<file path="config.mk">
export PLATFORM = sky130hd
export DESIGN_NAME = pin_io_and_scan_config_regs
export DESIGN_NICKNAME = d
export VERILOG_FILES = /design/src/pin_sync.v /design/src/scan_sequencer.v /design/src/pin_io_and_scan_config_regs.v
export VERILOG_INCLUDE_DIRS = /design/src
export SDC_FILE = /design/constraint.sdc
export NUM_CORES = 1
export LEC_CHECK = 0
export BUFFER_PORTS_ARGS = -buffer_cell sky130_fd_sc_hd__buf_2
export CAP_MARGIN = 30
export CORE_ASPECT_RATIO = 0.8
export CORE_MARGIN = 3
export CORE_UTILIZATION = 63
export DETAILED_ROUTE_END_ITERATION = 8
export GPL_ROUTABILITY_DRIVEN = 0
export PLACE_DENSITY = 0.85
export SLEW_MARGIN = 10
export SYNTH_ARGS = -nofsm -noshare
export SYNTH_HDL_FRONTEND = slang
export SYNTH_SLANG_ARGS = --single-unit
</file>
<file path="constraint.sdc">
create_clock -name clk_i -period 5.3 [get_ports clk_i]
set_input_delay 0.53 -clock clk_i [delete_from_list [all_inputs] [get_ports clk_i]]
set_output_delay 0.53 -clock clk_i [all_outputs]
set_load 0.01 [all_outputs]
</file>
<file path="src/pin_scan_defines.vh">
// Register offsets, field positions and reset values of the pin and scan configuration bank
`ifndef PIN_SCAN_DEFINES_VH
`define PIN_SCAN_DEFINES_VH

`define ADDR_PIN_FUNCTION 8'h05
`define ADDR_PIN_DIRECTION 8'h07
`define ADDR_OUTPUT_DRIVE_TYPE 8'h09
`define ADDR_OUTPUT_LEVEL 8'h0b
`define ADDR_INPUT_LEVEL 8'h0d
`define ADDR_SCAN_CONTROL 8'h10
`define ADDR_MANUAL_CHANNEL 8'h11
`define ADDR_SCAN_ENABLE_MASK 8'h12

`define SCAN_MODE_LSB 0
`define SCAN_MODE_MSB 1
`define SCAN_RUN_BIT 4
`define CHID_LSB 0
`define CHID_MSB 3

`define SCAN_MODE_MANUAL 2'h0
`define SCAN_MODE_AUTO 2'h1

`define SCAN_CONTROL_WMASK 8'h13
`define MANUAL_CHANNEL_WMASK 8'h0f
`define REG_RESET 8'h00

`define SCAN_DWELL_CYCLES 8'h10

`endif

</file>
<file path="src/pin_sync.v">
// Two-flop synchroniser bank for the general-purpose pin inputs
`timescale 1ns/100ps
`default_nettype none

module pin_sync #(
    parameter WIDTH = 8
) (
    input wire clk_i,
    input wire sys_rst_i,
    input wire [WIDTH-1:0] async_i,
    output wire [WIDTH-1:0] sync_o
);

    reg [WIDTH-1:0] meta_q;
    reg [WIDTH-1:0] stable_q;

    // First stage feeds only the second stage
    always @(posedge clk_i or posedge sys_rst_i) begin
        if (sys_rst_i) begin
            meta_q <= {WIDTH{1'b0}};
            stable_q <= {WIDTH{1'b0}};
        end else begin
            meta_q <= async_i;
            stable_q <= meta_q;
        end
    end

    assign sync_o = stable_q;

endmodule // pin_sync

`default_nettype wire

</file>
<file path="src/scan_sequencer.v">
// Automatic channel sequencer stepping through enabled analog channels in ascending order
`timescale 1ns/100ps
`default_nettype none

module scan_sequencer #(
    parameter CHANNELS = 8,
    parameter DWELL = 16
) (
    input wire clk_i,
    input wire sys_rst_i,
    input wire run_i,
    input wire [CHANNELS-1:0] enable_i,
    output reg [2:0] channel_o,
    output reg active_o
);

    // Last dwell count, kept as a full integer so the compare is not cut
    localparam integer DWELL_LAST = DWELL - 1;

    reg [7:0] dwell_q;
    reg [2:0] next_ch;
    reg found;
    reg [31:0] idx;
    integer k;

    // Next enabled channel above the current one, wrapping to the lowest
    always @* begin
        next_ch = channel_o;
        found = 1'b0;
        idx = 32'h0;
        for (k = 2 * CHANNELS - 1; k > 0; k = k - 1) begin
            idx = (channel_o + k) % CHANNELS;
            if (enable_i[idx]) begin
                next_ch = idx[2:0];
                found = 1'b1;
            end
        end
        if (!found && enable_i[channel_o]) begin
            found = 1'b1;
        end
    end

    // Channel stays for a dwell period, then moves on
    always @(posedge clk_i or posedge sys_rst_i) begin
        if (sys_rst_i) begin
            channel_o <= 3'h0;
            active_o <= 1'b0;
            dwell_q <= 8'h00;
        end else if (!run_i || enable_i == {CHANNELS{1'b0}}) begin
            active_o <= 1'b0;
            dwell_q <= 8'h00;
        end else if (!active_o) begin
            active_o <= 1'b1;
            dwell_q <= 8'h00;
            if (!enable_i[channel_o]) begin
                channel_o <= next_ch;
            end
        end else if ({24'h0, dwell_q} == DWELL_LAST) begin
            dwell_q <= 8'h00;
            channel_o <= found ? next_ch : channel_o;
        end else begin
            dwell_q <= dwell_q + 8'h01;
        end
    end

endmodule // scan_sequencer

`default_nettype wire

</file>
<file path="src/pin_io_and_scan_config_regs.v">
// Pin input/output and channel scan configuration registers with pin drivers
`timescale 1ns/100ps
`default_nettype none
`include "pin_scan_defines.vh"

// Contract
// - Direction bit 0 makes pin an input, 1 makes it an output.
// - Drive type bit 0 selects open-drain, 1 selects push-pull.
// - Output level bit sets driven logic level, 0 low, 1 high.
// - Input level register returns synchronised level of each pin.
// - Scan mode 00 manual, 01 automatic, 10 and 11 reserved.
// - In automatic mode scan run 1 starts ascending sequencing, 0 stops.
// - Manual mode channel id 0..7 selects input; 8 and above reserved.
// - Reserved bits of scan and manual channel registers read zero.
// - Function bit 0 analog, 1 pin; pin settings apply only when set.
// - Scan enable mask includes channel with 1, skips it with 0.
module pin_io_and_scan_config_regs #(
    parameter CHANNELS = 8,
    parameter DWELL = 16
) (
    input wire clk_i,
    input wire sys_rst_i,
    input wire reg_wr_i,
    input wire reg_rd_i,
    input wire [7:0] reg_addr_i,
    input wire [7:0] reg_wdata_i,
    output reg [7:0] reg_rdata_o,
    input wire [CHANNELS-1:0] pin_i,
    output reg [CHANNELS-1:0] pin_o,
    output reg [CHANNELS-1:0] pin_oe_o,
    output reg [2:0] conv_channel_o,
    output reg conv_channel_valid_o,
    output reg scan_active_o
);

    reg [7:0] pin_function_q;
    reg [7:0] pin_direction_q;
    reg [7:0] output_drive_type_select_q;
    reg [7:0] output_level_set_q;
    reg [1:0] scan_mode_select_q;
    reg scan_run_q;
    reg [3:0] fixed_channel_id_q;
    reg [7:0] scan_channel_enable_mask_q;
    reg [7:0] rdata_d;
    reg [CHANNELS-1:0] pin_d;
    reg [CHANNELS-1:0] oe_d;
    reg [2:0] conv_ch_d;
    reg conv_valid_d;
    wire [CHANNELS-1:0] input_level_readback;
    wire [2:0] seq_channel;
    wire seq_active;
    wire auto_run;
    genvar g;

    pin_sync #(
        .WIDTH(CHANNELS)
    ) u_pin_sync (
        .clk_i(clk_i),
        .sys_rst_i(sys_rst_i),
        .async_i(pin_i),
        .sync_o(input_level_readback)
    );

    // Sequencer runs only in automatic mode with run set
    assign auto_run = (scan_mode_select_q == `SCAN_MODE_AUTO) && scan_run_q;

    scan_sequencer #(
        .CHANNELS(CHANNELS),
        .DWELL(DWELL)
    ) u_scan_sequencer (
        .clk_i(clk_i),
        .sys_rst_i(sys_rst_i),
        .run_i(auto_run),
        .enable_i(scan_channel_enable_mask_q & ~pin_function_q),
        .channel_o(seq_channel),
        .active_o(seq_active)
    );

    // Register writes; reserved bits masked off
    always @(posedge clk_i or posedge sys_rst_i) begin
        if (sys_rst_i) begin
            pin_function_q <= `REG_RESET;
            pin_direction_q <= `REG_RESET;
            output_drive_type_select_q <= `REG_RESET;
            output_level_set_q <= `REG_RESET;
            scan_mode_select_q <= 2'h0;
            scan_run_q <= 1'b0;
            fixed_channel_id_q <= 4'h0;
            scan_channel_enable_mask_q <= `REG_RESET;
        end else if (reg_wr_i) begin
            case (reg_addr_i)
                `ADDR_PIN_FUNCTION: begin
                    pin_function_q <= reg_wdata_i;
                end
                `ADDR_PIN_DIRECTION: begin
                    pin_direction_q <= reg_wdata_i;
                end
                `ADDR_OUTPUT_DRIVE_TYPE: begin
                    output_drive_type_select_q <= reg_wdata_i;
                end
                `ADDR_OUTPUT_LEVEL: begin
                    output_level_set_q <= reg_wdata_i;
                end
                `ADDR_SCAN_CONTROL: begin
                    scan_mode_select_q <= reg_wdata_i[`SCAN_MODE_MSB:`SCAN_MODE_LSB];
                    scan_run_q <= reg_wdata_i[`SCAN_RUN_BIT];
                end
                `ADDR_MANUAL_CHANNEL: begin
                    fixed_channel_id_q <= reg_wdata_i[`CHID_MSB:`CHID_LSB];
                end
                `ADDR_SCAN_ENABLE_MASK: begin
                    scan_channel_enable_mask_q <= reg_wdata_i;
                end
                default: begin
                    pin_function_q <= pin_function_q;
                end
            endcase
        end
    end

    // Read mux; reserved bits and unmapped offsets read zero
    always @* begin
        rdata_d = reg_rdata_o;
        if (reg_rd_i) begin
            case (reg_addr_i)
                `ADDR_PIN_FUNCTION: rdata_d = pin_function_q;
                `ADDR_PIN_DIRECTION: rdata_d = pin_direction_q;
                `ADDR_OUTPUT_DRIVE_TYPE: rdata_d = output_drive_type_select_q;
                `ADDR_OUTPUT_LEVEL: rdata_d = output_level_set_q;
                `ADDR_INPUT_LEVEL: rdata_d = input_level_readback;
                `ADDR_SCAN_CONTROL: rdata_d = {3'h0, scan_run_q, 2'h0, scan_mode_select_q};
                `ADDR_MANUAL_CHANNEL: rdata_d = {4'h0, fixed_channel_id_q};
                `ADDR_SCAN_ENABLE_MASK: rdata_d = scan_channel_enable_mask_q;
                default: rdata_d = 8'h00;
            endcase
        end
    end

    // Per-pin driver: pin function gates the output enable; pin_o follows the level setting
    generate
        for (g = 0; g < CHANNELS; g = g + 1) begin : g_pin
            always @* begin
                pin_d[g] = output_level_set_q[g];
                oe_d[g] = 1'b0;
                if (pin_function_q[g] && pin_direction_q[g]) begin
                    // Open-drain drives only low; push-pull drives both levels
                    oe_d[g] = output_drive_type_select_q[g] | ~output_level_set_q[g];
                end
            end
        end
    endgenerate

    // Channel for next conversion from manual id or sequencer
    always @* begin
        conv_ch_d = 3'h0;
        conv_valid_d = 1'b0;
        case (scan_mode_select_q)
            `SCAN_MODE_MANUAL: begin
                conv_ch_d = fixed_channel_id_q[2:0];
                // Pin-configured channel gives no valid result
                conv_valid_d = ~fixed_channel_id_q[3] & ~pin_function_q[fixed_channel_id_q[2:0]];
            end
            `SCAN_MODE_AUTO: begin
                conv_ch_d = seq_channel;
                conv_valid_d = seq_active;
            end
            default: begin
                conv_valid_d = 1'b0;
            end
        endcase
    end

    // Registered outputs
    always @(posedge clk_i or posedge sys_rst_i) begin
        if (sys_rst_i) begin
            reg_rdata_o <= 8'h00;
            pin_o <= {CHANNELS{1'b0}};
            pin_oe_o <= {CHANNELS{1'b0}};
            conv_channel_o <= 3'h0;
            conv_channel_valid_o <= 1'b0;
            scan_active_o <= 1'b0;
        end else begin
            reg_rdata_o <= rdata_d;
            pin_o <= pin_d;
            pin_oe_o <= oe_d;
            conv_channel_o <= conv_ch_d;
            conv_channel_valid_o <= conv_valid_d;
            scan_active_o <= seq_active;
        end
    end

endmodule // pin_io_and_scan_config_regs

`default_nettype wire

</file>
==> out/metrics.yaml, run 1 <==
reg2regPathDepth: 9
htree_levels: 3
end_kind: "flop"
fp.dieH_microns: 85.97
dp_hpwl_microns: 8346
setup_tns_ns: 0
grt_pass1_vias: 3856
clock-sinks: 104
rrSetupSlack_ns: 1.73
status: "complete, no violations"
cp-start-kind: "flop"
critPathLaunch: "u_scan_sequencer.channel_o[0]$_DFFE_PP0P_"
ctsHoldBuffers: 0
ys_warn_count: 0
core_area_sq_um: 7567
synth_ff_type: "dfrtp_1"
grtUsageTotal_pct: 27.78
synthTopCellsByArea: "dfrtp_1 52%, mux2_2 12%, mux4_2 5.4%"
initial_utilization_pct: 66.55
num-nets-final: 504
powerDensity_nw_per_um2: 281.1
cts_buffers: 9
worst_pin_slew_ns: 0.8770
grt_pass1_wl_microns: 19440
clock_latency_ns: 0.37
postSynthNetCount: 447
synthToLayoutAreaGrowth_pct: 12.27
cp_max_fo: 19
num_vias: 3729
final_cell_mix: "104 x dfrtp_1, 56 x buf_2, 54 x mux2_2, 34 x nor2_1, 29 x nand2_1"
antenna_left: 0
io_pins: 57
min_path_type: "in -> async"
post_cts_buffers: 0
synth_top_area_share_pct: 51.68
ir_drop_mv: 0.2286
p_leak_nw: 2.636
fillers: 523
final.period_utilization_pct: 67.41
syn_inst: 416
synthDistinctLibCells: 56
drive_gt1_share_pct: 31.38
vias_per_cell: 6.396
crit_end: "u_scan_sequencer.channel_o[1]$_DFFE_PP0P_"
slew_headroom_pct: 41.41
hold_viol: 0
power.total_mw: 1.589
required_ns: 5.56
maxCapViolCount: 0
die_x_microns: 106.0
wl_per_cell_microns: 20.35
syn_area_sq_um: 5036
place.port_buffers: 56
finClkSkew_ns: 0.004861
timing.fmax_mhz: 279.9
avgSynthCellArea_sq_um: 12.11
path_class: "reg -> reg"
cp_data_arrival_time_ns: 3.83
grt_max_degree: 55
period_minus_slack_ns: 3.573
final_common_cell: "dfrtp_1"
yosysSeqAreaShare_pct: 51.68
synth_top_cell_by_area: "dfrtp_1"
drt_iter0_drc: 278
diodes: 0
finalMaxSlewViolations: 0
fp.dieArea_sq_um: 9109
grt_antenna_before_repair: 0
rsz0062_at_grt: "no"
clk_pin_slew_ns: 0.10
synth-edff-count: 0
setup_viol_count_final: 0
cts_root_buffer: "clkbuf_8"
dr.pass1.iters: 5
ys_async_sr_fraction_pct: 100.0
cts_max_path_buffers: 2
post-route-drc-count: 0
ys_seq_elements: 104
row_count: 28
gr-total-overflow: 0
worst_r2r_endpoint: "u_scan_sequencer.channel_o[1]$_DFFE_PP0P_"
routed_wl_microns: 11860
cts_tree: "done"
cts_resized: 0
r2r-start: "u_scan_sequencer.channel_o[0]$_DFFE_PP0P_"
==> worst min path at each step <==
stage                                           endpoint  slack (ns)  cells after the start
after floorplan           u_pin_sync.sync_o[0]$_DFF_PP0_        0.33                      0
after global placement    u_pin_sync.sync_o[0]$_DFF_PP0_        0.33                      0
after global routing      u_pin_sync.meta_q[0]$_DFF_PP0_        0.24                      1
after detailed placement  u_pin_sync.sync_o[2]$_DFF_PP0_        0.34                      0
after CTS                 u_pin_sync.meta_q[2]$_DFF_PP0_        0.25                      2
final                     u_pin_sync.meta_q[2]$_DFF_PP0_        0.22                      2
==> metal layers <==
metal | part of all wire, % | routed length (microns) | up-vias | GRT usage (%)
li1 | - | - | 1655 | -
met1 | 42 | 4952 | 1869 | 36.90
met2 | 49 | 5767 | 177 | 44.85
met3 | 7.5 | 893 | 28 | 7.374
met4 | 2.1 | 248 | 0 | 10.00
met5 | 0 | 0 | - | 0
==> per-stage QoR <==
stage / setup slack [ns] / utilization (%) / instances / cell area, sq um / hold slack [ns]
5_1_grt: 1.532 / 74.72 / 583 / 5654 / 0.2370
6_report: 1.727 / 74.72 / 583 / 5654 / 0.2200
3_5_place_dp: 1.773 / 71.56 / 567 / 5415 / 0.3364
4_1_cts: 1.762 / 74.72 / 583 / 5654 / 0.2456
2_1_floorplan: 2.038 / - / 416 / 5036 / 0.3312
3_3_place_gp: 1.900 / 71.56 / 567 / 5415 / 0.3334
==> synthesized netlist by cell type (3+ instances only) <==
library cell	number
dfrtp_1	104
mux2_2	54
nor2_1	34
nand2_1	29
a21oi_1	19
mux2i_1	15
inv_1	13
mux4_2	12
nand2b_1	11
nor2b_1	11
a222oi_1	8
clkbuf_1	8
a31oi_1	6
nand3b_1	5
nor3_1	5
xor2_1	5
nand3_1	4
nor4_1	4
o21ai_0	4
o41ai_1	4
xnor2_1	4
a22oi_1	3
a41oi_1	3
ha_1	3
nor3b_1	3
nor4b_1	3
nor4bb_1	3
o22ai_1	3
==> cell families (layout without fill, tap and decap cells) <==
kind of cell	Yosys count	in the layout	share of synthesized area, %
and+or+nand+nor	126	126	13.49
DFF	104	104	51.68
buffers and inverters	26	88	2.087
muxes	83	83	20.87
adders and majority gates	3	3	0.7454
xor gates and xnor gates	9	9	1.565
AOI/OAI and AO/OA	65	65	9.565
==> critical path, stage by stage (launching register included) <==
cell and delay, ns:
dfrtp_1 0.80, inv_4 0.18, ha_1 0.55, nor4bb_1 0.26, or4_4 0.62, mux2_2 0.32
o21bai_1 0.17, a21oi_1 0.19, a221oi_2 0.08, mux2_1 0.31
==> flip-flops by register name (all words and copies together) (netlist names), 4 cells and up <==
register                    cells
output_drive_type_select_q      8
pin_direction_q                 8
u_pin_sync.sync_o               8
scan_channel_enable_mask_q      8
u_scan_sequencer.dwell_q        8
pin_function_q                  8
reg_rdata_o                     8
pin_oe_o                        8
pin_o                           8
fixed_channel_id_q              4
output_level_set_q              8
u_pin_sync.meta_q               8
==> area by class of cell <==
type	count	area, sq um	share of cell area, %
Sequential cell	104	2603	46.03
Multi-Input combinational cell	286	2328	41.18
Timing Repair Buffer	58	295.3	5.222
Clock buffer	11	151.4	2.678
Tap cell	105	131.4	2.324
Clock inverter	5	87.58	1.549
Inverter	14	57.56	1.018
==> power breakdown <==
group	switching, mW	total, mW	internal (mW)	leakage [nW]
combinational	0.0863	0.159	0.0726	1.13
clock	0.272	0.568	0.296	0.118
sequential	0.0360	0.863	0.827	1.38
total	0.394	1.59	1.20	2.64
Note: power is estimated with default switching activity, not from simulation.
==> run 2, diff against run 1 <==
--- a/config.mk
+++ b/config.mk
@@ -6,14 +6,15 @@
 export SDC_FILE = /design/constraint.sdc
 export NUM_CORES = 1
 export LEC_CHECK = 0
+export ABC_AREA = 1
 export BUFFER_PORTS_ARGS = -buffer_cell sky130_fd_sc_hd__buf_2
 export CAP_MARGIN = 30
 export CORE_ASPECT_RATIO = 0.8
 export CORE_MARGIN = 3
-export CORE_UTILIZATION = 63
+export CORE_UTILIZATION = 53
 export DETAILED_ROUTE_END_ITERATION = 8
 export GPL_ROUTABILITY_DRIVEN = 0
-export PLACE_DENSITY = 0.85
+export PLACE_DENSITY = 0.76
 export SLEW_MARGIN = 10
 export SYNTH_ARGS = -nofsm -noshare
 export SYNTH_HDL_FRONTEND = slang
==> constraint.sdc (replaced) <==
create_clock -name clk_i -period 3.1 [get_ports clk_i]
set_input_delay 0.31 -clock clk_i [delete_from_list [all_inputs] [get_ports clk_i]]
set_output_delay 0.31 -clock clk_i [all_outputs]
set_load 0.01 [all_outputs]
==> out/metrics.yaml, run 2 <==
status: "complete, no violations"
ys_warn_count: 0  # unchanged
antenna_left: 0  # unchanged
finClkSkew_ns: 0.006919  # +0.002058 ns
setup_tns_ns: 0  # unchanged
cp-start-kind: "flop"
grtUsageTotal_pct: 23.63  # -4.2 points
avgSynthCellArea_sq_um: 8.812  # -27%
fp.dieH_microns: 92.54  # +7.6%
hold_viol: 0  # unchanged
ys_async_sr_fraction_pct: 100.0  # unchanged
powerDensity_nw_per_um2: 492.1  # +75%
worst_pin_slew_ns: 0.6136  # -0.2634 ns
initial_utilization_pct: 56.48  # -10 points
core_area_sq_um: 8783  # +16%
place.port_buffers: 56  # unchanged
io_pins: 57  # unchanged
pre_cts_ws_ns: 0.8217  # -0.9515 ns
row_count: 30  # +7.1%
cts_root_buffer: "clkbuf_16"
ys_seq_elements: 104  # unchanged
yosysSeqAreaShare_pct: 52.46  # +0.78 points
seqCellArea_sq_um: 2603  # unchanged
dp_hpwl_microns: 8647  # +3.6%
path_class: "reg -> reg"
period_minus_slack_ns: 2.323  # -1.250 ns
setup_viol_count_final: 0  # unchanged
synth_top_area_share_pct: 52.46  # +0.78 points
timing.fmax_mhz: 430.5  # +54%
grt_max_degree: 80  # +45%
cp_num_buf_inv: 2  # +1
cts_max_path_buffers: 2  # unchanged
slew_headroom_pct: 58.98  # +18 points
drive_gt1_share_pct: 19.68  # -12 points
critical_path.top_delay_family: "simple AND/OR/NAND/NOR gates"
cpPeakStageDelay_ns: 0.62  # -0.18 ns
rsz0062_at_grt: "no"
reg2regPathDepth: 13  # +4
num_vias: 4186  # +12%
cp_data_arrival_time_ns: 2.57  # -1.26 ns
synth_ff_type: "dfrtp_1"
cp_max_fo: 9  # -10
htree_levels: 3  # unchanged
drt_iter0_drc: 412  # +48%
grt_pass1_wl_microns: 19590  # +0.75%
synthTopCellsByArea: "dfrtp_1 52%, nand2_1 10%, o21ai_0 6.8%"
syn_inst: 563  # +35%
synthDistinctLibCells: 40  # -29%
final_common_cell: "nand2_1"
grt_antenna_before_repair: 0  # unchanged
crit_end: "u_scan_sequencer.channel_o[1]$_DFFE_PP0P_"
rrSetupSlack_ns: 0.78  # -0.95 ns
clock_latency_ns: 0.35  # -0.02 ns
gr-total-overflow: 0  # unchanged
multi_input_area_sq_um: 1998  # -14%
synth_top_cell_by_area: "dfrtp_1"
critPathLaunch: "u_scan_sequencer.channel_o[1]$_DFFE_PP0P_"
worst_r2r_endpoint: "u_scan_sequencer.channel_o[1]$_DFFE_PP0P_"
synth_commonest_cells: "134 x nand2_1, 104 x dfrtp_1, 67 x inv_1, 67 x o21ai_0, 38 x nand3_1"
die_x_microns: 114.2  # +7.7%
synth-edff-count: 0  # unchanged
required_ns: 3.35  # -2.21 ns
cts_buffers: 9  # unchanged
postSynthNetCount: 594  # +33%
crit_top_cell: "nand2_1"
ir_drop_mv: 0.6033  # +160%
diodes: 0  # unchanged
synth_most_common_cell: "nand2_1"
worstSetupPathDepth: 13  # +4
vias_per_cell: 5.642  # -12%
worstPathCellList: "inv_2, ha_1, inv_2, nand3_1, nand3_1, a21oi_1, nor2_1, nand2_1, nand2_1, nand2_1, nand2_1, nand2_1, nand2_1"
end_kind: "flop"
clock-sinks: 104  # unchanged
clk_pin_slew_ns: 0.08  # -0.02 ns
r2r-start: "u_scan_sequencer.channel_o[1]$_DFFE_PP0P_"
fp.dieArea_sq_um: 10560  # +16%
finalMaxSlewViolations: 0  # unchanged
p_leak_nw: 2.745  # +4.1%
wl_per_cell_microns: 16.14  # -21%
maxCapViolCount: 0  # unchanged
final.period_utilization_pct: 74.93  # +7.5 points
synthToLayoutAreaGrowth_pct: 14.15
power.total_mw: 2.787  # +75%
worst_slack_ns: 0.7772  # -0.9501 ns
post-route-drc-count: 0  # unchanged
fillers: 753  # +44%
grt_pass1_vias: 4012  # +4.0%
dr.pass1.iters: 5  # unchanged
cts_tree: "done"
num-nets-final: 656  # +30%
syn_area_sq_um: 4961  # -1.5%
final_cell_mix: "134 x nand2_1, 104 x dfrtp_1, 67 x o21ai_0, 66 x inv_1, 56 x buf_2"
cpMaxStageDelayCell: "dfrtp_1"
routed_wl_microns: 11980  # +0.96%
min_path_type: "in -> reg"
run 2: changes by cell type after synthesis, sizes merged, moves of 8 or more:
cell    delta
nand2b    -11
mux4      -12
o22ai     +10
inv       +62
nand3     +61
a222oi     -8
nand2    +109
mux2      -55
o21ai     +66
nor2b     -11
mux2i     -15
run 2: kinds of logic (layout without fill, tap and decap cells):
| family | after synthesis | after routing | synth area share [%] |
|---|---|---|---|
| AOI/OAI and AO/OA | 115 | 115 | 12.84 |
| xor gates and xnor gates | 7 | 7 | 1.539 |
| adders and majority gates | 3 | 3 | 0.7567 |
| buffers and inverters | 86 | 153 | 7.264 |
| DFF | 104 | 104 | 52.46 |
| muxes | 1 | 1 | 0.2270 |
| and+or+nand+nor | 247 | 247 | 24.92 |
run 2: worst reg2reg max path, delay by kind of cell (launching register included):
family                   cells  cell delay, ns
AO/OA/AOI/OAI                1            0.17
adder cells (fa/ha/maj)      1            0.49
buffers and inverters        2            0.30
flip-flops                   1            0.62
AND/OR/NAND/NOR              9            0.65
run 2: stage by stage:
step	util, %	area [sq um]	cells	hold WS [ns]
2_1_floorplan	-	4961	563	0.3312
3_3_place_gp	60.73	5334	724	0.3326
3_5_place_dp	60.73	5334	724	0.3347
4_1_cts	64.05	5625	740	0.04558
5_1_grt	64.47	5663	742	0.04156
6_report	64.47	5663	742	0.05191
run 2: worst min path at each step:
| stage | startpoint | end | cells past startpoint | slack (ns) |
|---|---|---|---|---|
| after floorplan | u_pin_sync.meta_q[0]$_DFF_PP0_ | u_pin_sync.sync_o[0]$_DFF_PP0_ | 0 | 0.33 |
| after global placement | u_pin_sync.meta_q[4]$_DFF_PP0_ | u_pin_sync.sync_o[4]$_DFF_PP0_ | 0 | 0.33 |
| after detailed placement | u_pin_sync.meta_q[6]$_DFF_PP0_ | u_pin_sync.sync_o[6]$_DFF_PP0_ | 0 | 0.33 |
| after CTS | pin_i[6] | u_pin_sync.meta_q[6]$_DFF_PP0_ | 1 | 0.05 |
| after global routing | pin_i[6] | u_pin_sync.meta_q[6]$_DFF_PP0_ | 1 | 0.04 |
| final | pin_i[6] | u_pin_sync.meta_q[6]$_DFF_PP0_ | 1 | 0.05 |
run 2: cell type report:
cell class / instances / share of cell area (%)
sequential: 104 / 45.96
multi-input combinational: 373 / 35.29
timing repair buffer: 61 / 6.010
inverter: 76 / 5.126
clock buffer: 9 / 3.977
tap: 112 / 2.475
clock inverter: 7 / 1.171
run 2: routing by layer:
metal | wire [microns] | share of wire [%] | track usage [%] | up-vias
met4 | 263 | 2.2 | 7.715 | 0
met2 | 5228 | 44 | 34.84 | 208
met3 | 1146 | 9.6 | 7.577 | 34
met5 | 0 | 0 | 2.564 | -
li1 | - | - | - | 1983
met1 | 5337 | 45 | 32.92 | 1961
run 2: report_power, final:
part           switching, mW  internal, mW
combinational          0.152        0.0774
clock                  0.545         0.569
sequential            0.0377          1.41
run 2: timing repair:
item / in CTS / in global routing
setup buffers: 0 / 0
hold buffers: 0 / 1
gates resized for setup: 0 / 0
hold endpoints to repair: 0 / 28
